<file path="src/vadc_pkg.sv">
// Package for the voltage converter control block: register map, fields,
// reset values and timing counts.
// Assumes a 50 MHz system clock and byte-wide registers on word addresses.
package vadc_pkg;
    // Register byte addresses on the bus (word aligned)
    localparam logic [3:0] OFS_CHANNEL_SELECT  = 4'h0;
    localparam logic [3:0] OFS_CONTROL_STATUS  = 4'h4;
    localparam logic [3:0] OFS_RESULT_LOW      = 4'h8;
    localparam logic [3:0] OFS_RESULT_HIGH     = 4'hC;
    localparam logic [4:0] OFS_PIN_DISABLE     = 5'h10;
    // Control and status field positions
    localparam int BIT_CONVERTER_ENABLE        = 3;
    localparam int BIT_CONVERT_START           = 2;
    localparam int BIT_DONE_FLAG               = 1;
    localparam int BIT_DONE_IRQ_ENABLE         = 0;
    // Reset values
    localparam logic [3:0] RST_CONTROL_STATUS  = 4'h0;
    localparam logic [3:0] RST_CHANNEL_SELECT  = 4'h0;
    localparam logic [3:0] RST_PIN_DISABLE     = 4'h0;
    localparam logic [11:0] RST_RESULT         = 12'h000;
    // Valid channel code range
    localparam logic [3:0] CHAN_FIRST          = 4'h1;
    localparam logic [3:0] CHAN_LAST           = 4'hA;
    // Conversion time
    localparam int CLK_HZ                      = 50_000_000;
    localparam int CONV_TIME_US                = 519;
    localparam int CONV_CYCLES =
        (CONV_TIME_US * (CLK_HZ / 1_000_000));
    localparam int RESULT_W                    = 12;
endpackage

</file>
<file path="src/voltage_adc_control.sv">
// Control logic of the 12-bit voltage converter: registers, start/busy,
// fixed conversion timer, completion flag and interrupt request.
// Assumes an Avalon-MM master on CLK_SYS; modulator result and sleep state
// arrive on the same clock; pin levels arrive asynchronously.
//
// Behaviour
// - Clearing converter enable turns converter off and aborts running conversion.
// - Power-down or power-off sleep disables the converter automatically.
// - Writing one to convert start begins conversion of the selected channel.
// - Convert start reads one while converting, hardware clears it at completion.
// - Writing zero to convert start has no effect.
// - Convert start clears whenever converter enable is written zero.
// - Channel change during conversion applies only after that conversion.
// - A conversion takes 519 us from start to completion flag.
// - Completion flag sets in the same step the result registers update.
// - Interrupt requested only when flag, enable and global enable all set.
// - Flag clears when processor enters the matching interrupt vector.
// - Writing one to the flag clears it, zero leaves it.
// - Channel codes 1 to 10 select cells, ADC4, temperature, ADC0 to ADC3.
// - Upper four bits of channel select and control status read zero.
// - The 12-bit result is presented across low and high result bytes.
// - Pin disable bit turns off input buffer, port bit reads zero.
`timescale 1ns/1ps
module voltage_adc_control #(
    parameter int CONV_COUNT = vadc_pkg::CONV_CYCLES
) (
    input  wire logic        CLK_SYS,
    input  wire logic        RSTN,
    input  wire logic [4:0]  AVS_ADDRESS,
    input  wire logic        AVS_READ,
    input  wire logic        AVS_WRITE,
    input  wire logic [31:0] AVS_WRITEDATA,
    input  wire logic [3:0]  AVS_BYTEENABLE,
    output logic [31:0]      AVS_READDATA,
    output logic             AVS_WAITREQUEST,
    input  wire logic        SLEEP_DEEP,
    input  wire logic        GLOBAL_IRQ_ENABLE,
    input  wire logic        IRQ_VECTOR_ACK,
    input  wire logic [11:0] MODULATOR_RESULT,
    input  wire logic [3:0]  ANALOG_PIN_LEVEL,
    output logic             CONVERTER_POWER,
    output logic [3:0]       ACTIVE_CHANNEL,
    output logic             CHANNEL_VALID,
    output logic             CONVERT_DONE_IRQ,
    output logic [3:0]       PIN_INPUT_BUFFER_OFF,
    output logic [3:0]       PORT_INPUT
);

    typedef enum logic [1:0] {
        IDLE,
        CONVERT
    } conv_state_t;

    typedef struct packed {
        conv_state_t  state;
        logic [31:0]  timer;
        logic [3:0]   channel_select;
        logic [3:0]   active_channel;
        logic         converter_enable;
        logic         convert_start;
        logic         convert_done_flag;
        logic         convert_done_irq_enable;
        logic [11:0]  result;
        logic [3:0]   pin_disable;
        logic [3:0]   pin_sync1;
        logic [3:0]   pin_sync2;
        logic [3:0]   port_input;
        logic         irq;
        logic         power;
        logic         chan_valid;
        logic         ack;
        logic         waitreq;
        logic [31:0]  rdata;
    } state_t;

    state_t cur;
    state_t next_cur;

    logic       wr_hit;
    logic       rd_hit;
    logic [7:0] wbyte;

    // Single-cycle wait: request is answered the edge after it is seen
    assign wr_hit = AVS_WRITE && !cur.ack && AVS_BYTEENABLE[0];
    assign rd_hit = AVS_READ && !cur.ack;
    assign wbyte  = AVS_WRITEDATA[7:0];

    // Next-state computation for the whole block
    always_comb begin
        logic       en_now;
        logic       done_now;
        en_now   = 1'b0;
        done_now = 1'b0;
        next_cur = cur;
        next_cur.ack = (AVS_READ || AVS_WRITE) && !cur.ack;
        // Registered copy so the bus output needs no inverter after the flop
        next_cur.waitreq = !next_cur.ack;

        // Software writes
        if (wr_hit) begin
            unique case (AVS_ADDRESS)
                {1'b0, vadc_pkg::OFS_CHANNEL_SELECT}: begin
                    next_cur.channel_select = wbyte[3:0];
                end
                {1'b0, vadc_pkg::OFS_CONTROL_STATUS}: begin
                    next_cur.converter_enable =
                        wbyte[vadc_pkg::BIT_CONVERTER_ENABLE];
                    next_cur.convert_done_irq_enable =
                        wbyte[vadc_pkg::BIT_DONE_IRQ_ENABLE];
                    if (wbyte[vadc_pkg::BIT_DONE_FLAG]) begin
                        next_cur.convert_done_flag = 1'b0;
                    end
                end
                vadc_pkg::OFS_PIN_DISABLE: begin
                    next_cur.pin_disable = wbyte[3:0];
                end
                default: begin
                end
            endcase
        end

        // Vector entry clears the flag as well
        if (IRQ_VECTOR_ACK) begin
            next_cur.convert_done_flag = 1'b0;
        end

        en_now = next_cur.converter_enable && !SLEEP_DEEP;

        // Conversion sequencing
        unique case (cur.state)
            IDLE: begin
                if (wr_hit && AVS_ADDRESS ==
                        {1'b0, vadc_pkg::OFS_CONTROL_STATUS}
                        && wbyte[vadc_pkg::BIT_CONVERT_START]
                        && en_now) begin
                    next_cur.state          = CONVERT;
                    next_cur.convert_start  = 1'b1;
                    next_cur.timer          = 32'h0000_0001;
                    next_cur.active_channel = next_cur.channel_select;
                end
            end
            CONVERT: begin
                if (!en_now) begin
                    // Abort: disable or deep sleep stops everything
                    next_cur.state         = IDLE;
                    next_cur.convert_start = 1'b0;
                end else if (cur.timer >= 32'(CONV_COUNT)) begin
                    next_cur.state         = IDLE;
                    next_cur.convert_start = 1'b0;
                    done_now               = 1'b1;
                end else begin
                    next_cur.timer = cur.timer + 32'h0000_0001;
                end
            end
            default: begin
                next_cur.state = IDLE;
            end
        endcase

        // Result and flag in one step; set wins over any clear
        if (done_now) begin
            next_cur.result            = MODULATOR_RESULT;
            next_cur.convert_done_flag = 1'b1;
        end

        // Idle channel follows the selection once no conversion runs
        if (next_cur.state == IDLE) begin
            next_cur.active_channel = next_cur.channel_select;
        end

        next_cur.power      = en_now;
        next_cur.chan_valid = (next_cur.active_channel
                                   >= vadc_pkg::CHAN_FIRST)
                              && (next_cur.active_channel
                                   <= vadc_pkg::CHAN_LAST);
        next_cur.irq = next_cur.convert_done_flag
                       && next_cur.convert_done_irq_enable
                       && GLOBAL_IRQ_ENABLE;

        // Pin levels pass two flops, then the disable mask
        next_cur.pin_sync1  = ANALOG_PIN_LEVEL;
        next_cur.pin_sync2  = cur.pin_sync1;
        next_cur.port_input = cur.pin_sync2 & ~cur.pin_disable;

        // Read data, reserved bits zero
        next_cur.rdata = 32'h0000_0000;
        if (rd_hit) begin
            unique case (AVS_ADDRESS)
                {1'b0, vadc_pkg::OFS_CHANNEL_SELECT}:
                    next_cur.rdata[3:0] = cur.channel_select;
                {1'b0, vadc_pkg::OFS_CONTROL_STATUS}:
                    next_cur.rdata[3:0] = {cur.converter_enable,
                        cur.convert_start, cur.convert_done_flag,
                        cur.convert_done_irq_enable};
                {1'b0, vadc_pkg::OFS_RESULT_LOW}:
                    next_cur.rdata[7:0] = cur.result[7:0];
                {1'b0, vadc_pkg::OFS_RESULT_HIGH}:
                    next_cur.rdata[3:0] = cur.result[11:8];
                vadc_pkg::OFS_PIN_DISABLE:
                    next_cur.rdata[3:0] = cur.pin_disable;
                default:
                    next_cur.rdata = 32'h0000_0000;
            endcase
        end
    end

    // State register
    always_ff @(posedge CLK_SYS or negedge RSTN) begin
        if (!RSTN) begin
            cur <= '0;
            cur.state <= IDLE;
            cur.waitreq <= 1'b1;
            cur.channel_select <= vadc_pkg::RST_CHANNEL_SELECT;
            cur.active_channel <= vadc_pkg::RST_CHANNEL_SELECT;
            cur.pin_disable <= vadc_pkg::RST_PIN_DISABLE;
            cur.result <= vadc_pkg::RST_RESULT;
            {cur.converter_enable, cur.convert_start,
             cur.convert_done_flag, cur.convert_done_irq_enable}
                <= vadc_pkg::RST_CONTROL_STATUS;
        end else begin
            cur <= next_cur;
        end
    end

    // Outputs straight from flops; waitrequest low only in the answer cycle
    assign AVS_READDATA         = cur.rdata;
    assign AVS_WAITREQUEST      = cur.waitreq;
    assign CONVERTER_POWER      = cur.power;
    assign ACTIVE_CHANNEL       = cur.active_channel;
    assign CHANNEL_VALID        = cur.chan_valid;
    assign CONVERT_DONE_IRQ     = cur.irq;
    assign PIN_INPUT_BUFFER_OFF = cur.pin_disable;
    assign PORT_INPUT           = cur.port_input;

endmodule

</file>
<file path="config.mk">
export PLATFORM = sky130hd
export DESIGN_NAME = voltage_adc_control
export DESIGN_NICKNAME = d
export VERILOG_FILES = /design/src/vadc_pkg.sv /design/src/voltage_adc_control.sv
export SDC_FILE = /design/constraint.sdc
export NUM_CORES = 1
export LEC_CHECK = 0
export BUFFER_PORTS_ARGS = -buffer_cell sky130_fd_sc_hd__clkbuf_2
export CAP_MARGIN = 20
export CORE_AREA = 2 2 91 93
export DETAILED_ROUTE_END_ITERATION = 7
export DIE_AREA = 0 0 93 95
export GPL_ROUTABILITY_DRIVEN = 0
export GPL_TIMING_DRIVEN = 1
export PLACE_DENSITY = 0.78
export SKIP_CTS_REPAIR_TIMING = 1
export SLEW_MARGIN = 10
export SYNTH_ARGS = -nofsm -noshare
export SYNTH_HDL_FRONTEND = slang
export SYNTH_SLANG_ARGS = --single-unit
</file>
<file path="constraint.sdc">
create_clock -name CLK_SYS -period 2.89 [get_ports CLK_SYS]
set_clock_uncertainty 0.2 [all_clocks]
set_input_delay 0.4335 -clock CLK_SYS [delete_from_list [all_inputs] [get_ports CLK_SYS]]
set_output_delay 0.4335 -clock CLK_SYS [all_outputs]
set_load 0.02 [all_outputs]
</file>
Word level (Yosys, flattened, before mapping)
Index checks and enable logic that the tools add are counted.
{ "word_totals": {"input_bits": 64, "register_bits": 111, "out_inout_bits": 48, "elab_cells": 85} }
{ "op_classes": {"add_sub_neg": 1, "n_reduce_logical": 22, "n_bitwise": 2, "n_eq_ne": 9, "mux": 29, "n_lt_le_gt_ge": 3} }
{ "ops": {"columns": ["operator", "n"], "rows": [
  ["$mux 32", 2],
  ["$pmux 32 s2", 1],
  ["$mux 34", 1],
  ["$add 32x1->32 const B", 1],
  ["$ge 32x15->1 const B", 1],
  ["$mux 4", 6],
  ["$pmux 4 s5", 1],
  ["$logic_and 1x1->1", 11],
  ["$mux 1", 11],
  ["$eq 5x4->1 const B", 2],
  ["$mux 2", 4],
  ["$mux 8", 1],
  ["$ne 2x2->1 const B", 3],
  ["$eq 5x3->1 const B", 1],
  ["$eq 5x5->1 const B", 1],
  ["$logic_not 5->1", 1],
  ["$and 4x4->4", 1],
  ["$ge 4x1->1 const B", 1],
  ["$le 4x4->1 const B", 1],
  ["$logic_not 2->1", 2],
  ["$not 4->4", 1],
  ["$pmux 2 s2", 1],
  ["$reduce_and 4->1", 1],
  ["$logic_not 1->1", 3],
  ["other kinds (7)", 7]
]} }

Logic depth before layout (Yosys ltp)
Gate-level depths: netlist (run 1).
{ "logic_depth": {"ltp_word": 12, "ltp_mapped": 10, "mapped_depth_nobuf": 8} }

Least setup slack after synthesis (run 1)
No wires, ideal clock.
{ "synth_path": {"kind": "input to register", "start": "input AVS_ADDRESS[2]", "end": "register cur[57] in the netlist's numbering", "setup_ns": 0.125, "slack_ns": 0.494, "cell_stages": 8, "arrival_ns": 2.071, "n_path_buf": 3, "t_required_ns": 2.565, "path_cell_list": "buf_6 nor2b_4 and3_1 buf_4 mux2_4 a21boi_1 buf_2 mux2_2"} }
{ "synth_via": {"elab_chain_cells": 6} }
{ "synth_lines": {"columns": ["element", "line", "text"], "rows": [
  ["from (decl)", "voltage_adc_control.sv:29", "input wire logic [4:0] AVS_ADDRESS,"],
  ["$eq 5x3->1", "voltage_adc_control.sv:101", "unique case (AVS_ADDRESS)"],
  ["$mux 1", "voltage_adc_control.sv:101", null],
  ["$mux 1", "voltage_adc_control.sv:100", "if (wr_hit) begin"],
  ["$logic_and 1x1->1", "voltage_adc_control.sv:127", "en_now = next_cur.converter_enable && !SLEEP_DEEP;"],
  ["$mux 1", "voltage_adc_control.sv:143", "if (!en_now) begin"],
  ["$mux 1", "voltage_adc_control.sv:130", "unique case (cur.state)"],
  ["to (signal assigned)", "voltage_adc_control.sv:221", "cur <= next_cur;"],
  ["to (decl)", "voltage_adc_control.sv:76", "state_t cur;"]
]} }
No other way between the ends.
A chain may end at the register's enable or synchronous reset.

Final worst setup path (run 1)
{ "layout_path": {"start": "register cur[77] in the netlist's numbering", "end": "register cur[54] in the netlist's numbering"} }
{ "layout_via": {"elab_chain_cells": 4} }
{ "layout_lines": {"columns": ["element", "line", "text"], "rows": [
  ["$ge 32x15->1", "voltage_adc_control.sv:147", "end else if (cur.timer >= 32'(CONV_COUNT)) begin"],
  ["$mux 1", "voltage_adc_control.sv:147", null],
  ["$mux 1", "voltage_adc_control.sv:143", null],
  ["$mux 1", "voltage_adc_control.sv:130", null]
]} }
No other way between the ends.

==> reports/qor.txt, run 1 <==
Die H: 95 um
# H-tree levels: 3
count of buffers from port buffering: 56
Mean Syn Cell Area: 11.6 sq um
global-route wire length before repair: 11.7 mm
asr flop ratio synth: 1.00
wire per inst: 14.1 um
commonest cells in the netlist: 86 x dfrtp_1, 45 x buf_4, 25 x mux2_2
Slew Limit Headroom: 0.503
Clock Tree Root: clkbuf_8
Die Footprint: 8840 sq um
crit-path max cell delay: 640 ps
P&R area growth vs syn: 12.1%
FF+latch area: 2180 sq um
CP delay by family, top: compound AO/OA/AOI/OAI gates
Arrival @ worst endpoint: 2740 ps
Reg clk slew, reported paths: 90 ps
CTS tree: built
drc violations: 0
fraction of the yosys area taken by sequential cells: 0.552
initial antenna violation count: 0
post-synthesis cell type count: 47
Power Total: 2.44 mW
count leader, synth: dfrtp_1
Num CTS Buffers: 9
RSZ-0062 raised after global routing: no
Post-synth EDFFs: 0
DRT iter0 DRCs: 75
drt pass-1 iters: 4
Core Region: 7930 sq um
min cycle time layout: 2700 ps
IO Count: 112
multi-input logic area: 1450 sq um
Layout Nets: 458
post-synthesis cell area: 3950 sq um
Setup CP Type: flip-flop to flip-flop
final wirelength: 7.06 mm
CP Data Required Time: 2930 ps
Slew Viols, Final: 0
Vias: 2586
top-area cell type share of the netlist area: 0.545
vias per inst: 5.15
row cnt: 33
Layout fillers: 668
Final Hold Fails: 0
Synth Instances: 340
vias in the first global route: 2510
Min-Delay Path Class: primary input to flip-flop
fmax: 371 MHz
starting density of the core: 0.498
Die Width: 93 um
Max Fanout on Critical Path: 8
final setup vio count: 0
period utilisation layout: 0.933
Total GRT Usage: 0.172
ANT cells: 0
Synth area leader: dfrtp_1
CTS sink count: 87
worst path bufs/invs: 2
setup TNS: 0 ps
Post-synth top flop: dfrtp_1
share of cells above drive strength 1: 0.295
GRT overflow: 0
Static Leakage: 2.18 nW
total of max-cap violations: 0
DP HPWL: 5.02 mm
worst path cell trace: inv_1 -> ha_1 -> nor3_1 -> a22oi_1 -> nand4_1 -> a21boi_1 -> buf_4 -> mux2_2
Bufs on Longest Clock Path: 2
slowest library cell on the worst path: a21boi_1
ranking of synthesized cells by area: dfrtp_1 55%, buf_4 8.6%, mux2_2 7.1%, and2_1 3.5%, a21oi_1 1.9%
largest net degree at the start of global routing: 46
Worst-Skew Late Latency: 360 ps
status: finished clean
Startpoint Class: flip-flop
antenna-violating nets left: 0
Worst Max-Slew Pin Slew: 745 ps
Worst Setup End Kind: flip-flop
Yosys reg bits: 87
Max rail drop VDD: 0.281 mV
yosys warns: 0
Pwr Density: 551 nW/um^2
## kinds of logic after synthesis
kind of cell | synth area share
AOI/OAI and AO/OA | 0.0732
xor gates and xnor gates | 0.00666
adders and majority gates | 0.00634
buffers and inverters | 0.105
DFF | 0.552
muxes | 0.0894
other | 0.000950
and+or+nand+nor | 0.167
## worst register-to-register path, delay by kind of cell, from the launching register on
family | cells | cell delay [ps]
and+or+nand+nor | 2 | 220
buffers and inverters | 2 | 390
muxes | 1 | 340
adders and majority gates | 1 | 150
DFF | 1 | 420
AOI/OAI and AO/OA | 2 | 870
## path summary, 6_finish.rpt
check | start | endpoint | slack, ps | cells past startpoint
min | MODULATOR_RESULT[2] | cur[55] | 80 | 2
max in group asynchronous | RSTN | cur[79] | 1450 | 3
min in group asynchronous | RSTN | cur[57] | 410 | 2
max reg2reg | cur[77] | cur[54] | 190 | 8
min reg2reg | cur[48] | cur[44] | 150 | 0
max | cur[77] | cur[54] | 190 | 8
## cell type report
type                    instances  share of cell area
flip-flops and latches         87               0.492
well taps                     105              0.0297
clock inverters                 5              0.0184
multi-input cells             217               0.327
repair buffers                 72              0.0967
inverters                       5             0.00424
clock buffers                  11              0.0319
## power breakdown
part	switching, mW	leakage [nW]	total [mW]	internal (mW)
Combinational	0.133	0.911	0.212	0.0790
Sequential	0.0286	1.16	1.29	1.26
Clock	0.429	0.110	0.940	0.511
Total	0.590	2.18	2.44	1.85
## per-layer routing
metal  routed length (um)  vias to the layer above  track usage  share of wire
met1                 3070                     1266        0.213           0.44
met4                  141                        0       0.0784          0.020
met2                 3450                       78        0.285           0.49
met3                  390                       12       0.0463          0.055
li1                     -                     1230            -              -
met5                    0                        -            0              0
## state kept, by name (all words and copies together), names as in the netlist
name                  count
CONVERTER_POWER           1
PORT_INPUT                4
CONVERT_DONE_IRQ          1
CHANNEL_VALID             1
AVS_READDATA              8
PIN_INPUT_BUFFER_OFF      4
AVS_WAITREQUEST           1
ACTIVE_CHANNEL            4
cur                      63
## cell usage in the layout, fill, tap and decap left out, drive strengths merged, types with 3 or more instances in the layout
master and n:
dlygate4sd3 5, a222oi 4, nor2 16, o21ai 8, or3 6, a21oi 15
and2 22, nor2b 6, nor3 9, a21o 3, nor4 6, mux2 31
clkbuf 66, nand3 9, buf 12, conb 25, inv 5, a22o 4
or4 5, dfrtp 86, o31ai 5, nand4 6, nand2 16
## per-stage QoR
stage / worst slack, ps / cell area (sq um) / utilization / hold WS [ps] / cells
finish: 193 / 4430 / 0.558 / 83.4 / 502
global route: 74.2 / 4430 / 0.558 / 77.7 / 502
CTS: 201 / 4380 / 0.552 / -127 / 497
detailed placement: 179 / 4150 / 0.524 / 136 / 481
global placement: 36.8 / 4150 / 0.523 / 133 / 480
floorplan: 494 / 4040 / - / -62.1 / 364
Note: power is estimated with default switching activity, not from simulation.
==> run 2: changes to the inputs <==
Settings changed: CORE_AREA 2 2 91 93 to 2 2 88 90, DIE_AREA 0 0 93 95 to 0 0 90 92, PLACE_DENSITY 0.78 to 0.82.
Clock period 2.89 ns to 3.3 ns, I/O delays scaled along.
==> run 2 against run 1 <==
  * Flip-flop and latch count unchanged
  * First-iteration DRC count increased by 63%
  * Largest cell class unchanged
  * Die area decreased by 6.3%
  * Clock-buffer cell count unchanged
  * Critical path type unchanged
  * Register-to-register slack improved by 600 ps
  * Maximum frequency increased by 7.7%
  * Sequential share of layout area increased by 1.4 points
  * Clock power decreased by 24%
  * Cell area decreased by 2.8%
==> reports/qor.txt, run 2 (same netlist as run 1, synthesis figures left out) <==
Worst Setup End Kind: flip-flop
r2r setup slk: 800 ps (+600 ps)
Comb pwr share: 0.088 (about the same)
Die Footprint: 8280 sq um (-6.3%)
Slew Limit Headroom: 0.601 (+0.0982)
Hold Startpoint: ANALOG_PIN_LEVEL[0]
Max rail drop VDD: 0.235 mV (-17%)
Slew Viols, Final: 0 (unchanged)
Reg2Reg Depth: 8 (unchanged)
ANT cells: 0 (unchanged)
R2R Path End: cur[86]
Startpoint Class: flip-flop
period utilisation layout: 0.759 (-0.174)
drc violations: 0 (unchanged)
GRT overflow: 0 (unchanged)
Largest register FFs: 63 (unchanged)
Power Total: 2.02 mW (-17%)
Layout Nets: 448 (-2.2%)
P_sw: 0.505 mW (-14%)
Worst Max-Slew Pin Slew: 599 ps (-146 ps)
drt pass-1 iters: 5 (+1)
Core Region: 7450 sq um (-6.1%)
Pwr Density: 470 nW/um^2 (-15%)
vias in the first global route: 2414 (-3.8%)
Static Leakage: 2.12 nW (-2.7%)
Min-Delay Path Class: primary input to flip-flop
wire per inst: 13.7 um (-2.7%)
largest net degree at the start of global routing: 88 (+91%)
P_int: 1.52 mW (-18%)
reg2reg start: cur[77]
hold endpoint: cur[45]
Num CTS Buffers: 9 (unchanged)
CTS sink count: 87 (unchanged)
count of buffers from port buffering: 56 (unchanged)
Layout fillers: 616 (-7.8%)
final wirelength: 6.69 mm (-5.2%)
Reg power frac: 0.556 (+0.029)
Core Util, Final: 0.578 (+0.0195)
Worst Hold Depth: 1 (-1)
P&R area growth vs syn: 9.00%
total of max-cap violations: 0 (unchanged)
final setup vio count: 0 (unchanged)
Reg clk slew, reported paths: 80 ps (about the same)
min cycle time layout: 2500 ps (-193 ps)
RSZ-0062 raised after global routing: no
Clk pwr share: 0.356 (-0.030)
most frequent cells in the layout: 86 x dfrtp_1, 55 x clkbuf_2, 25 x mux2_2, 25 x conb_1, 22 x and2_1
Top reg by flops: cur
Vias: 2561 (-0.97%)
CP Data Required Time: 3380 ps (+450 ps)
share of cells above drive strength 1: 0.284 (-0.0105)
fmax: 399 MHz (+7.7%)
CTS tree: built
Sw Share: 0.250 (+0.00747)
DRT iter0 DRCs: 122 (+63%)
Total GRT Usage: 0.174 (+0.00117)
starting density of the core: 0.530 (+0.0321)
Bufs on Longest Clock Path: 2 (unchanged)
global-route wire length before repair: 11.4 mm (-2.1%)
Max Fanout on Critical Path: 15 (+7)
Die Width: 90 um (-3.2%)
# H-tree levels: 3 (unchanged)
FF+latch area: 2180 sq um (unchanged)
Clock Tree Root: clkbuf_8
IO Count: 112 (unchanged)
DP HPWL: 4.69 mm (-6.5%)
initial antenna violation count: 0 (unchanged)
antenna-violating nets left: 0 (unchanged)
Die H: 92 um (-3.2%)
vias per inst: 5.24 (+1.7%)
status: finished clean
Setup CP Type: flip-flop to flip-flop
leading cell type in the layout, fill and taps excluded: dfrtp_1
row cnt: 32 (-3.0%)
setup TNS: 0 ps (unchanged)
multi-input logic area: 1450 sq um (unchanged)
Worst-Skew Late Latency: 350 ps (about the same)
Arrival @ worst endpoint: 2580 ps (-160 ps)
Final Hold Fails: 0 (unchanged)
==> run 2: changes by cell type in the layout (fill, tap and decap cells not counted), sizes merged <==
cell and change:
inv +1, bufinv -1, dlygate4sd3 -4, clkinvlp -1, clkinv +1, buf -6
==> run 2: power groups by stage <==
stage / Combinational, mW / Sequential, mW / Clock (mW)
floorplan: 0.139 / 1.15 / 0
finish: 0.179 / 1.12 / 0.719
detailed placement: 0.177 / 1.14 / 0
CTS: 0.177 / 1.12 / 0.730
global placement: 0.174 / 1.14 / 0
global route: 0.194 / 1.13 / 0.783
==> run 2: cell type report <==
type | count | area share
clock buffer | 11 | 0.0305
clock inverter | 5 | 0.0134
inverter | 5 | 0.00436
multi-input combinational | 217 | 0.336
sequential | 87 | 0.506
tap | 102 | 0.0297
timing repair buffer | 62 | 0.0797
==> run 2: worst max-delay path by stage <==
stage / from / end / slack [ps]
after floorplan: AVS_ADDRESS[2] / cur[57] / 840
after global placement: AVS_ADDRESS[2] / cur[86] / 600
after detailed placement: AVS_ADDRESS[2] / cur[88] / 560
after CTS: cur[77] / cur[86] / 800
after global routing: cur[105] / cur[86] / 610
final: cur[77] / cur[86] / 800
==> run 2: through the flow <==
step	hold WS, ps	cells	instance area (sq um)	setup slack (ps)
floorplan	-0.591	364	4040	843
global placement	134	471	4080	601
detailed placement	137	471	4080	556
CTS	34.3	487	4270	795
global route	23.9	489	4300	609
finish	44.4	489	4300	796
==> run 2: routing by layer <==
layer  vias to the layer above  GRT usage  wire (um)
li1                       1211          -          -
met1                      1263      0.226       2910
met2                        73      0.279       3290
met3                        14     0.0583        389
met4                         0     0.0500         97
met5                         -          0          0
==> run 2: worst max-delay path, cell delays in order (launching register included) <==
cell and delay, ps:
dfrtp_1 400, inv_1 80, ha_1 200, nor3_1 180, a22oi_1 110, nand4_1 200, nand3_2 300, or4_1 580
a21oi_1 160
==> run 3: changes to the inputs <==
Settings changed: CORE_AREA 2 2 88 90 to 2 2 95 97, DIE_AREA 0 0 90 92 to 0 0 97 99, PLACE_DENSITY 0.82 to 0.75.
Clock period 3.3 ns to 2.05 ns, I/O delays scaled along.
==> run 3 against run 2 <==
  * The flow now finishes with violations (setup timing)
  * Maximum frequency grew 9.7%
  * Largest cell class unchanged
  * Hold slack got worse by 12 ps
  * Critical path type unchanged
  * Setup slack worse by 1000 ps
  * Flip-flop and latch count unchanged
  * Sequential share of layout area fell by 6.3 points
  * Die area increased by 16%
==> reports/qor.txt, run 3 (same netlist as run 1, synthesis figures left out) <==
Clock Tree Root: clkbuf_8
row cnt: 34 (+6.3%)
total of max-cap violations: 0 (unchanged)
hold endpoint: CONVERT_DONE_IRQ
DRT iter0 DRCs: 147 (+20%)
Num CTS Buffers: 9 (unchanged)
Max Fanout on Critical Path: 13 (-2)
ANT cells: 0 (unchanged)
fmax: 438 MHz (+9.7%)
leading cell type in the layout, fill and taps excluded: dfrtp_1
multi-input logic area: 1540 sq um (+6.1%)
initial antenna violation count: 0 (unchanged)
drc violations: 0 (unchanged)
Min-Delay Path Class: primary input to flip-flop
setup TNS: -4390 ps (-4390 ps)
starting density of the core: 0.462 (-0.0684)
Die Footprint: 9600 sq um (+16%)
Hold Startpoint: GLOBAL_IRQ_ENABLE
CP Data Required Time: 2100 ps (-1280 ps)
share of cells above drive strength 1: 0.380 (+0.0961)
Pwr Density: 680 nW/um^2 (+45%)
DP HPWL: 5.62 mm (+20%)
Max rail drop VDD: 0.426 mV (+81%)
reg2reg start: cur[77]
Core Region: 8550 sq um (+15%)
RSZ-0062 raised after global routing: yes
global-route wire length before repair: 12.8 mm (+12%)
Final WS setup: -232 ps (-1030 ps)
GRT overflow: 0 (unchanged)
R2R Path End: cur[57]
FF+latch area: 2180 sq um (unchanged)
Top reg by flops: cur
P&R area growth vs syn: 24.6%
Layout fillers: 699 (+13%)
CTS sink count: 87 (unchanged)
Power Total: 3.35 mW (+66%)
period utilisation layout: 1.11 (+0.354)
Setup CP Type: flip-flop to flip-flop
Slew Viols, Final: 0 (unchanged)
Worst-Skew Late Latency: 360 ps (about the same)
Reg2Reg Depth: 9 (+1)
status: finished, violations left
Final Hold Fails: 0 (unchanged)
final setup vio count: 29 (+29)
antenna-violating nets left: 0 (unchanged)
WHS: 32.1 ps (-12.4 ps)
failing checks: setup timing
IO Count: 112 (unchanged)
Die Width: 97 um (+7.8%)
final wirelength: 8.04 mm (+20%)
Vias: 2801 (+9.4%)
count of buffers from port buffering: 56 (unchanged)
Bufs on Longest Clock Path: 2 (unchanged)
Die H: 99 um (+7.6%)
Layout Nets: 508 (+13%)
Total GRT Usage: 0.167 (-0.00626)
drt pass-1 iters: 5 (unchanged)
Reg clk slew, reported paths: 100 ps (+20 ps)
Worst Setup End Kind: flip-flop
Static Leakage: 2.41 nW (+13%)
r2r setup slk: -230 ps (-1030 ps)
Worst Hold Depth: 2 (+1)
Core Util, Final: 0.575 (-0.00258)
largest net degree at the start of global routing: 39 (-56%)
vias in the first global route: 2737 (+13%)
Startpoint Class: flip-flop
Largest register FFs: 63 (unchanged)
wire per inst: 14.5 um (+5.9%)
CTS tree: built
min cycle time layout: 2280 ps (-222 ps)
# H-tree levels: 3 (unchanged)
Arrival @ worst endpoint: 2330 ps (-250 ps)
vias per inst: 5.05 (-3.6%)
most frequent cells in the layout: 86 x dfrtp_1, 55 x clkbuf_2, 46 x buf_4, 25 x mux2_2, 25 x conb_1
## run 3: area by class of cell
cell class / count / area share
Clock buffer: 10 / 0.0259
Clock inverter: 6 / 0.0142
Inverter: 5 / 0.00382
Multi-Input combinational cell: 217 / 0.312
Sequential cell: 87 / 0.443
Tap cell: 108 / 0.0275
Timing Repair Buffer: 122 / 0.173
## run 3: worst max path at each step
| stage | from | endpoint | slack, ps |
|---|---|---|---|
| 2_1_floorplan | cur[33] | cur[82] | -70 |
| 6_report | cur[77] | cur[57] | -230 |
| 3_3_place_gp | cur[77] | cur[86] | -190 |
| 3_5_place_dp | cur[77] | cur[86] | -350 |
| 5_1_grt | cur[77] | cur[54] | -360 |
| 4_1_cts | cur[77] | cur[86] | -370 |
## run 3: power by group
part | internal, mW | switching [mW] | leakage, nW | total (mW)
sequential | 1.77 | 0.0388 | 1.16 | 1.81
clock | 0.572 | 0.625 | 0.0895 | 1.20
combinational | 0.141 | 0.197 | 1.15 | 0.338
total | 2.48 | 0.862 | 2.41 | 3.35
## run 3: metal layers
| metal | wire length [um] | vias to the layer above | global-route usage |
|---|---|---|---|
| li1 | - | 1333 | - |
| met1 | 3380 | 1383 | 0.209 |
| met2 | 4090 | 72 | 0.274 |
| met3 | 395 | 13 | 0.0567 |
| met4 | 171 | 0 | 0.0585 |
| met5 | 0 | - | 0 |
## run 3: critical path, cell delays in order, from the launching register on
cell	delay, ps
dfrtp_1	400
inv_2	70
ha_2	200
nor3_4	40
a22oi_2	150
nand4_1	220
buf_4	230
a21boi_4	150
buf_12	170
mux2_2	340
## run 3: metrics by stage
stage / cell area, sq um / setup WS [ps] / std cells
4_1_cts: 4670 / -365 / 535
5_1_grt: 4920 / -359 / 555
3_5_place_dp: 4470 / -348 / 519
2_1_floorplan: 4090 / -74.3 / 364
6_report: 4920 / -232 / 555
3_3_place_gp: 4470 / -189 / 519
